[src/wsc_pkg.sv]
// constants, field layouts and types of the weighing status and calibration command block
package wsc_pkg;

    // ========================================================================
    // command numbers and answer codes
    localparam logic [15:0] CMD_ENTER_CAL = 16'h2329;
    localparam logic [15:0] CMD_SCALE_INTERVAL = 16'h232a;
    localparam logic [15:0] CMD_CAPACITY = 16'h232b;
    localparam logic [15:0] CMD_TEST_MASS = 16'h232c;
    localparam logic [7:0] ERR_NONE = 8'h00;
    localparam logic [7:0] ERR_REFUSED = 8'h63;
    localparam logic [7:0] ASSIST_NONE = 8'h00;
    localparam logic [7:0] ASSIST_RANGE = 8'h01;
    localparam logic [7:0] ASSIST_STATE = 8'h02;
    localparam logic [31:0] SETTING_MIN = 32'h00000001;
    localparam logic [31:0] SETTING_MAX = 32'h0001869f;
    localparam logic [2:0] STATIONS_FOUR = 3'h4;
    localparam logic [2:0] STATIONS_TWO = 3'h2;

    // ========================================================================
    // register offsets
    localparam logic [7:0] OFS_CTRL = 8'h00;
    localparam logic [7:0] OFS_STATUS = 8'h04;
    localparam logic [7:0] OFS_INTERVAL = 8'h08;
    localparam logic [7:0] OFS_CAPACITY = 8'h0c;
    localparam logic [7:0] OFS_TEST_MASS = 8'h10;
    localparam logic [7:0] OFS_LAST_RESULT = 8'h14;

    // ========================================================================
    // field positions
    localparam int CTRL_STATIONS_LSB = 0;
    localparam int CTRL_ABORT_BIT = 4;
    localparam int CTRL_COMMIT_BIT = 5;
    localparam int STATUS_STEP_LSB = 0;
    localparam int STATUS_READY_BIT = 8;
    localparam int STATUS_RESP_BIT = 9;

    // ========================================================================
    // reset values
    localparam logic [2:0] RST_STATIONS = 3'h4;
    localparam logic [31:0] RST_INTERVAL = 32'h00000001;
    localparam logic [31:0] RST_CAPACITY = 32'h0001869f;
    localparam logic [31:0] RST_TEST_MASS = 32'h0001869f;

    // ========================================================================
    // types
    typedef struct packed {
        logic weigh_over;
        logic hold;
        logic discharge;
        logic sequence_error;
        logic abnormal_weight;
        logic init_complete;
        logic error_condition;
        logic remote_ready;
    } wsc_status_type;

    typedef struct packed {
        logic [7:0] err;
        logic [7:0] assist;
    } wsc_result_type;

    typedef enum logic [4:0] {
        CAL_MEASURE = 5'h01,
        CAL_ENTERED = 5'h02,
        CAL_INTERVAL = 5'h04,
        CAL_CAPACITY = 5'h08,
        CAL_MASS = 5'h10
    } wsc_step_type;

    typedef enum logic [1:0] {
        HS_IDLE = 2'h1,
        HS_DONE = 2'h2
    } wsc_hs_type;

endpackage

[src/wsc_calib_status.sv]
// status bits and calibration command interpreter of the weighing indicator link
// ============================================================================
// Summary of operation
// - weigh over while any over-range flag
// - hold bit follows frozen display
// - discharge bit while gate open
// - sequence error bit while sequence fault
// - abnormal weight on over or zero fault
// - init complete flag unsupported, held low
// - error condition flag follows indicator fault
// - remote ready low until initialization done
// - product code output continuously as BCD
// - calibration only with four or two stations
// - abort discards pending values, restores parameters
// - 9001 with zero enters calibration mode
// - 9001 outside measurement mode gives 99/2
// - 9002 accepts intervals 1,2,5,10,20,50
// - out-of-range operand gives 99/1
// - 9003 capacity accepted from 1 to 99999
// - wrong mode or order gives 99/2
// - 9004 mass 1..99999, not above capacity
// - remote setting indication during calibration
// - response set on completion, dropped after request
// - read/write response bit marks command kind
`timescale 1ns/1ps

module wsc_calib_status #(
    parameter int CODE_DIGITS = 4
) (
    input wire logic clk,
    input wire logic arst_n,
    // register port
    input wire logic [7:0] reg_addr,
    input wire logic [31:0] reg_wdata,
    input wire logic reg_write,
    input wire logic reg_read,
    output logic [31:0] reg_rdata,
    // weighing conditions
    input wire logic overload_flag,
    input wire logic overflow_flag,
    input wire logic negative_overload_flag,
    input wire logic negative_overflow_flag,
    input wire logic display_hold,
    input wire logic gate_open,
    input wire logic sequence_fault,
    input wire logic zero_set_fault,
    input wire logic indicator_fault,
    input wire logic init_done,
    input wire logic [4*CODE_DIGITS-1:0] product_code,
    // link side
    input wire logic command_request,
    input wire logic [15:0] command_word_four_station,
    input wire logic [15:0] command_word_two_station,
    input wire logic [31:0] operand_words_four_station,
    input wire logic [31:0] operand_words_two_station,
    output logic command_response,
    output logic rw_response,
    output wsc_pkg::wsc_result_type command_result,
    output wsc_pkg::wsc_status_type status_bits,
    output logic [4*CODE_DIGITS-1:0] product_code_out,
    output logic remote_setting_indication
);
    import wsc_pkg::*;

    initial begin
        if (CODE_DIGITS < 1 || CODE_DIGITS > 8) begin
            $error("CODE_DIGITS must lie in 1..8");
        end
    end

    // ========================================================================
    // decoding helpers
    function automatic logic interval_ok(input logic [31:0] v);
        interval_ok = (v == 32'h00000001) || (v == 32'h00000002) || (v == 32'h00000005)
            || (v == 32'h0000000a) || (v == 32'h00000014) || (v == 32'h00000032);
    endfunction

    function automatic logic in_setting_range(input logic [31:0] v);
        in_setting_range = (v >= SETTING_MIN) && (v <= SETTING_MAX);
    endfunction

    // ========================================================================
    // state
    wsc_hs_type hs_state;
    wsc_step_type step;
    logic [2:0] stations;
    logic [31:0] pend_interval;
    logic [31:0] pend_capacity;
    logic [31:0] pend_mass;
    logic [31:0] act_interval;
    logic [31:0] act_capacity;
    logic [31:0] act_mass;

    // ========================================================================
    // command selection and checking
    wire four_station = (stations == STATIONS_FOUR);
    wire two_station = (stations == STATIONS_TWO);
    wire link_cal_ok = four_station || two_station;
    wire [15:0] cmd_word = four_station ? command_word_four_station
        : command_word_two_station;
    wire [31:0] operand = four_station ? operand_words_four_station
        : operand_words_two_station;
    wire cmd_take = (hs_state == HS_IDLE) && command_request;
    wire in_cal = (step != CAL_MEASURE);

    wire ctrl_hit = reg_write && (reg_addr == OFS_CTRL);
    wire abort_req = ctrl_hit && reg_wdata[CTRL_ABORT_BIT];
    wire commit_req = ctrl_hit && reg_wdata[CTRL_COMMIT_BIT] && (step == CAL_MASS);

    wsc_result_type result;
    wsc_step_type next_step;
    logic load_interval;
    logic load_capacity;
    logic load_mass;

    always_comb begin
        result = '{err: ERR_NONE, assist: ASSIST_NONE};
        next_step = step;
        load_interval = 1'b0;
        load_capacity = 1'b0;
        load_mass = 1'b0;
        if (!link_cal_ok) begin
            result = '{err: ERR_REFUSED, assist: ASSIST_STATE};
        end else begin
            unique case (cmd_word)
                CMD_ENTER_CAL: begin
                    if (in_cal) begin
                        result = '{err: ERR_REFUSED, assist: ASSIST_STATE};
                    end else if (operand != 32'h00000000) begin
                        result = '{err: ERR_REFUSED, assist: ASSIST_RANGE};
                    end else begin
                        next_step = CAL_ENTERED;
                    end
                end
                CMD_SCALE_INTERVAL: begin
                    if (!in_cal) begin
                        result = '{err: ERR_REFUSED, assist: ASSIST_STATE};
                    end else if (!interval_ok(operand)) begin
                        result = '{err: ERR_REFUSED, assist: ASSIST_RANGE};
                    end else begin
                        load_interval = 1'b1;
                        next_step = CAL_INTERVAL;
                    end
                end
                CMD_CAPACITY: begin
                    if (step == CAL_MEASURE || step == CAL_ENTERED) begin
                        result = '{err: ERR_REFUSED, assist: ASSIST_STATE};
                    end else if (!in_setting_range(operand)) begin
                        result = '{err: ERR_REFUSED, assist: ASSIST_RANGE};
                    end else begin
                        load_capacity = 1'b1;
                        next_step = CAL_CAPACITY;
                    end
                end
                CMD_TEST_MASS: begin
                    if (step != CAL_CAPACITY && step != CAL_MASS) begin
                        result = '{err: ERR_REFUSED, assist: ASSIST_STATE};
                    end else if (!in_setting_range(operand) || operand > pend_capacity) begin
                        result = '{err: ERR_REFUSED, assist: ASSIST_RANGE};
                    end else begin
                        load_mass = 1'b1;
                        next_step = CAL_MASS;
                    end
                end
                default: begin
                    result = '{err: ERR_REFUSED, assist: ASSIST_STATE};
                end
            endcase
        end
    end

    // ========================================================================
    // general command handshake
    always_ff @(posedge clk or negedge arst_n) begin
        if (!arst_n) begin
            hs_state <= HS_IDLE;
            command_response <= 1'b0;
            rw_response <= 1'b0;
            command_result <= '0;
        end else begin
            unique case (hs_state)
                HS_IDLE: begin
                    if (cmd_take) begin
                        hs_state <= HS_DONE;
                        command_response <= 1'b1;
                        rw_response <= 1'b0;
                        command_result <= result;
                    end
                end
                HS_DONE: begin
                    if (!command_request) begin
                        hs_state <= HS_IDLE;
                        command_response <= 1'b0;
                    end
                end
            endcase
        end
    end

    // ========================================================================
    // calibration progress and settings
    always_ff @(posedge clk or negedge arst_n) begin
        if (!arst_n) begin
            step <= CAL_MEASURE;
        end else if (abort_req || commit_req) begin
            step <= CAL_MEASURE;
        end else if (cmd_take) begin
            step <= next_step;
        end
    end

    always_ff @(posedge clk or negedge arst_n) begin
        if (!arst_n) begin
            pend_interval <= RST_INTERVAL;
            pend_capacity <= RST_CAPACITY;
            pend_mass <= RST_TEST_MASS;
        end else if (abort_req || (cmd_take && next_step == CAL_ENTERED && !in_cal)) begin
            pend_interval <= act_interval;
            pend_capacity <= act_capacity;
            pend_mass <= act_mass;
        end else if (cmd_take) begin
            if (load_interval) begin
                pend_interval <= operand;
            end
            if (load_capacity) begin
                pend_capacity <= operand;
            end
            if (load_mass) begin
                pend_mass <= operand;
            end
        end
    end

    always_ff @(posedge clk or negedge arst_n) begin
        if (!arst_n) begin
            act_interval <= RST_INTERVAL;
            act_capacity <= RST_CAPACITY;
            act_mass <= RST_TEST_MASS;
        end else if (commit_req && !abort_req) begin
            act_interval <= pend_interval;
            act_capacity <= pend_capacity;
            act_mass <= pend_mass;
        end
    end

    always_ff @(posedge clk or negedge arst_n) begin
        if (!arst_n) begin
            stations <= RST_STATIONS;
        end else if (ctrl_hit) begin
            stations <= reg_wdata[CTRL_STATIONS_LSB +: 3];
        end
    end

    // ========================================================================
    // status toward the master
    wire any_over = overload_flag || overflow_flag || negative_overload_flag
        || negative_overflow_flag;

    // indication tracks the step that the coming edge will load into step
    wsc_step_type next_ind_step;
    assign next_ind_step = (abort_req || commit_req) ? CAL_MEASURE
        : (cmd_take ? next_step : step);

    always_ff @(posedge clk or negedge arst_n) begin
        if (!arst_n) begin
            status_bits <= '0;
            product_code_out <= '0;
            remote_setting_indication <= 1'b0;
        end else begin
            status_bits.weigh_over <= any_over;
            status_bits.hold <= display_hold;
            status_bits.discharge <= gate_open;
            status_bits.sequence_error <= sequence_fault;
            status_bits.abnormal_weight <= any_over || zero_set_fault;
            status_bits.init_complete <= 1'b0;
            status_bits.error_condition <= indicator_fault;
            status_bits.remote_ready <= init_done;
            product_code_out <= product_code;
            remote_setting_indication <= (next_ind_step != CAL_MEASURE);
        end
    end

    // ========================================================================
    // register reads
    wire [31:0] status_word = {22'h000000, command_response, status_bits.remote_ready,
        3'h0, step};
    wire [31:0] read_mux = (reg_addr == OFS_CTRL) ? {29'h00000000, stations}
        : (reg_addr == OFS_STATUS) ? status_word
        : (reg_addr == OFS_INTERVAL) ? act_interval
        : (reg_addr == OFS_CAPACITY) ? act_capacity
        : (reg_addr == OFS_TEST_MASS) ? act_mass
        : (reg_addr == OFS_LAST_RESULT) ? {16'h0000, command_result}
        : 32'h00000000;

    always_ff @(posedge clk or negedge arst_n) begin
        if (!arst_n) begin
            reg_rdata <= 32'h00000000;
        end else if (reg_read) begin
            reg_rdata <= read_mux;
        end else begin
            reg_rdata <= 32'h00000000;
        end
    end

endmodule

[config.mk]
export PLATFORM = sky130hd
export DESIGN_NAME = wsc_calib_status
export DESIGN_NICKNAME = d
export VERILOG_FILES = /design/src/wsc_pkg.sv /design/src/wsc_calib_status.sv
export SDC_FILE = /design/constraint.sdc
export NUM_CORES = 1
export LEC_CHECK = 0
export BUFFER_PORTS_ARGS = -buffer_cell sky130_fd_sc_hd__clkbuf_2
export CAP_MARGIN = 20
export CORE_MARGIN = 4
export CORE_UTILIZATION = 48
export DETAILED_ROUTE_END_ITERATION = 8
export PLACE_DENSITY = 0.69
export SYNTH_ARGS = -nofsm -noshare
export SYNTH_HDL_FRONTEND = slang
export SYNTH_SLANG_ARGS = --single-unit
[constraint.sdc]
create_clock -name clk -period 4 [get_ports clk]
set_input_delay 1.2 -clock clk [delete_from_list [all_inputs] [get_ports clk]]
set_output_delay 1.2 -clock clk [all_outputs]
set_load 0.03 [all_outputs]
* Yosys cells after proc, flatten, opt, wreduce, memory -nomap -nowiden
Index checks and enable logic that the tools add are counted.
** Storage, ports and cells
- Bits of input ports :: 167
- Flip-flop bits (word level) :: 275
- Word-level logic and storage cells :: 150
** Operators by class
- Equality and inequality tests :: 29
- Reduce and logical (&&, ||, !) cells :: 38
- Magnitude comparators :: 3
- Multiplexer cells :: 58
** Operators with widths (number)
- 2-to-1 mux 32 bit :: 16
- 2-to-1 mux 15 bit :: 8
- == test 16 x 14 -> 1 bit (second input constant) :: 4
- one-hot mux 16 bit (4 select lines) :: 1
- 2-to-1 mux 5 bit :: 11
- 2-to-1 mux 16 bit :: 3
- == test 32 x 1 -> 1 bit (second input constant) :: 1
- == test 32 x 2 -> 1 bit (second input constant) :: 1
- == test 32 x 3 -> 1 bit (second input constant) :: 1
- == test 32 x 4 -> 1 bit (second input constant) :: 1
- == test 32 x 5 -> 1 bit (second input constant) :: 1
- == test 32 x 6 -> 1 bit (second input constant) :: 1
- >= comparator 32 x 1 -> 1 bit (second input constant) :: 1
- > comparator 32 bit :: 1
- <= comparator 32 x 17 -> 1 bit (second input constant) :: 1
- nonzero test 32 bit :: 1
- one-hot mux 5 bit (4 select lines) :: 1
- == test 8 x 4 -> 1 bit (second input constant) :: 2
- == test 8 x 5 -> 1 bit (second input constant) :: 2
- logical OR 1 bit :: 14
- 2-to-1 mux 1 bit :: 14
- == test 5 x 2 -> 1 bit (second input constant) :: 2
- logical AND 1 bit :: 10
- != test 5 x 1 -> 1 bit (second input constant) :: 2
- other kinds (17) :: 28

* Logic depth before layout (Yosys ltp)
- Depth in word-level cells :: 18
- Gate-level depth with buffers :: 18
- Mapped depth without buffers :: 13

* Worst setup path before layout
Ideal clock, no wire load.
- Path type :: register to register
- Start point :: reg stations[2]
- End point :: reg pend_mass[12]
- Library setup time :: 0.133 ns
- Data required time :: 3.867 ns
- Cell stages (with the launch flop) :: 19
- Path slack :: 0.042 ns
- Arrival :: 3.825 ns
- Buffers on the path :: 5
- Cells stage by stage :: dfstp_2 > or3b_1 > buf_4 > buf_6 > clkbuf_1 > buf_1 > nand2_1 > nand2_1 > ha_1 > a211oi_1 > nand2_1 > o311ai_0 > nand4_1 > o211ai_1 > and2_1 > nand4_4 > buf_2 > mux2i_1 > o21ai_0
** Between the ends
- Word-level cells in the longest chain between the ends :: 18
** RTL lines
- from (decl) :: RTL line wsc_calib_status.sv:86 : logic [2:0] stations;
- from (signal assigned) :: RTL line wsc_calib_status.sv:250 : stations <= reg_wdata[CTRL_STATIONS_LSB +: 3];
- parallel branches: the longest is 18 deep, another holds >= comparator 32 x 1 -> 1 bit
- to (signal assigned) :: RTL line wsc_calib_status.sv:220 : pend_mass <= act_mass;
- to (signal assigned) :: RTL line wsc_calib_status.sv:229 : pend_mass <= operand;
- to (decl) :: RTL line wsc_calib_status.sv:89 : logic [31:0] pend_mass;
Parallel ways; which one is timed is not known. The select of a mux whose other input is x is not followed.
A chain may end at the register's enable or synchronous reset.

* Worst setup path after layout
- Start point :: reg stations[2]
- End point :: reg pend_mass[15]
The elaborated chain is that of the path after synthesis.

==> flow_summary.ini <==
[outcome]
status = completed

[global_routing]
grt_max_degree = 128
grt_usage_pct = 23.45
grt.overflow.total = 0
antenna_found_initial = 1
grt_pass1_vias = 10780
grt_pass1_wl_mm = 55.81

[yosys]
syn_avg_cell_area_um2 = 9.689
synthMuxAreaShare_pct = 10.31
synthAdderAreaFrac_pct = 3.019
synth_edf_count = 0
ys_top_cells_by_count = 293 x nand2_1, 216 x dfrtp_1, 88 x o21ai_0
synth_top_family_by_area = simple AND/OR/NAND/NOR gates
synth_area_leaders = dfrtp_1 42%, dfstp_2 9.2%, nand2_1 8.6%
synthSimpleGateAreaFrac_pct = 19.26
yosysWarnings = 0
yosysTopAreaCell = dfrtp_1
synth_area_mm2 = 0.01285
synth-main-ff-cell = dfrtp_1
yosysTopAreaCellShare_pct = 42.07
ys_types = 70
synth_most_common_cell = nand2_1
yosysSeqAreaShare_pct = 51.28
synth_compound_area_share_pct = 10.89
synth_xor_area_share_pct = 0.2727
postSynthCellCount = 1326
synth-async-reset-ratio_pct = 100.0
ys_seq_elements = 261

[worst_setup_path]
arrival_ns = 4.28
reg2reg_from = stations[2]
crit_path_start_kind = flop
r2r-end = pend_mass[15]
crit_type = flop to flop
cp_max_fo = 46
crit_end = pend_mass[15]
endpoint_kind = flop
worstRegToRegCells = 16
reg2reg_slack_ns = 0.19
cp-startpoint = stations[2]
worstPathRequired_ns = 4.47

[cts]
htreeDepth = 1
clockBufferDepth = 3
clkTransAtPathRegs_ns = 0.07
cts.sink_count = 261
cts_root_buffer = clkbuf_16
cts-buffers-inserted = 29
clk_latency_ns = 0.56
cts_tree = done

[timing]
min_period_ns = 3.808
finalCritPeriodShare_pct = 95.21
slew_violations = 0
tightest_slew_ns = 0.7717
setup_viol = 0
slew_headroom_pct = 48.55
hold_viol_final = 0
max_freq_mhz = 262.6
fin_tns_setup_ns = 0
finClkSkew_ns = 0.01130
fin_ws_ns = 0.1915

[floorplanning]
initial_utilization_pct = 49.02
core_area_mm2 = 0.02621
die_height_um = 171.6
fp-row-count = 59
dieArea_mm2 = 0.02945
pin_count = 242
die_x_um = 171.6

[flow_run]
drv_cap = 0

[pwr]
total_power_w = 0.006179
p_per_area_mw_per_mm2 = 393.3
ir_drop_mv = 0.3696
p_leak_nw = 7.775

[place]
post-place-ws_ns = -0.05689
post-dp-hpwl_mm = 24.49
gp_congestion = 0.8899
port_buffers = 202

[routing]
wire_per_inst_um = 18.25
antenna_left = 0
num_vias = 10670
dr.first_iter.drc_count = 850
drt-total-wl_mm = 34.81
viasPerCell = 5.594
firstDrtPassIters = 5
drc = 0

[final_layout]
nets = 1746
drive_above_1_share_pct = 29.03
fin_util_pct = 59.95
area_delta_synth_final_pct = 22.28

[worst_hold_path]
hold_start = act_mass[0]
hp-class = flop to flop
[where the power goes]
group	switching [W]	leakage, nW	internal [W]
sequential	0.0000556	3.39	0.00268
clock	0.00111	0.518	0.00180
combinational	0.000346	3.87	0.000187
[flip-flops by register name (all words and copies together) (netlist names)]
name	cells
act_capacity	32
act_interval	32
act_mass	32
command_response	1
command_result	3
hs_state	1
pend_capacity	32
pend_interval	32
pend_mass	32
product_code_out	16
reg_rdata	32
remote_setting_indication	1
stations	3
status_bits	7
step	5
[cell type report]
type | instances | area (um^2)
Tap cell | 335 | 419.2
Inverter | 47 | 176.4
Clock inverter | 14 | 226.5
Antenna cell | 1 | 2.502
Fill cell | 2241 | 10500
Multi-Input combinational cell | 940 | 5724
Sequential cell | 261 | 6588
Clock buffer | 40 | 837.1
Timing Repair Buffer | 269 | 1737
[worst max-delay path: stages (launching register included)]
cell,delay (ns)
dfstp_2,0.54
or3b_1,0.39
buf_12,0.21
nand2_1,0.09
nand2_1,0.07
ha_1,0.32
a211oi_2,0.23
nand2_1,0.09
o311ai_2,0.28
buf_4,0.17
nand4_1,0.10
o211ai_1,0.30
and2_4,0.22
nand4_4,0.17
buf_12,0.21
mux2i_1,0.11
o21ai_0,0.19
[layout by cell type, fill, tap and decap left out, types with 5 or more instances in the layout]
cell / count
mux2i_1: 48
a21o_1: 6
clkbuf_8: 7
and2_1: 5
nand3_1: 68
nor3_1: 9
bufinv_16: 5
inv_1: 47
clkbuf_16: 29
or4_1: 8
clkbuf_2: 201
dfrtp_1: 216
dfstp_2: 45
nand2_1: 293
o22ai_1: 5
a31oi_1: 30
o21ai_0: 87
o21ai_1: 5
a21oi_1: 23
conb_1: 12
mux2_2: 73
nor4_1: 13
nand2b_1: 6
nor2_1: 83
and3_1: 12
a22oi_1: 28
ha_1: 31
buf_4: 50
buf_12: 17
nand4_1: 16
[how the worst min path moves through the flow]
| stage | cells after the start | to | slack [ns] |
|---|---|---|---|
| after floorplan | 2 | pend_mass[16] | 0.45 |
| after global placement | 2 | pend_mass[3] | 0.46 |
| after detailed placement | 2 | pend_interval[16] | 0.47 |
| after CTS | 2 | pend_mass[3] | 0.48 |
| after global routing | 2 | pend_mass[3] | 0.50 |
| final | 2 | pend_mass[0] | 0.47 |
[layer usage]
layer	global-route usage [%]	wire (um)
met1	31.93	15020
met2	38.54	16590
met3	3.402	1994
met4	8.198	1206
met5	0	0
[logic make-up (layout without fill, tap and decap cells)]
family                   count (synthesis)  in the layout
other                                    1             13
AO/OA/AOI/OAI                          225            225
XOR/XNOR                                 4              4
multiplexers                           122            122
buffers and inverters                  136            370
flip-flops                             261            261
adder cells (fa/ha/maj)                 31             31
AND/OR/NAND/NOR                        546            546
[metrics by stage]
step | cells | hold slack [ns] | cell area [um^2]
detailed placement | 1849 | 0.4734 | 14580
global route | 1907 | 0.5020 | 15710
global placement | 1849 | 0.4615 | 14580
finish | 1907 | 0.4737 | 15710
floorplan | 1337 | 0.4496 | 12890
CTS | 1903 | 0.4836 | 15650
[timing repair]
item | 4_1_cts | 5_1_grt
gates resized for setup | 0 | 7
setup endpoints to repair | 0 | 35
setup buffers | 0 | 3
hold buffers | 0 | 0
(Power assumes the default switching activity.)
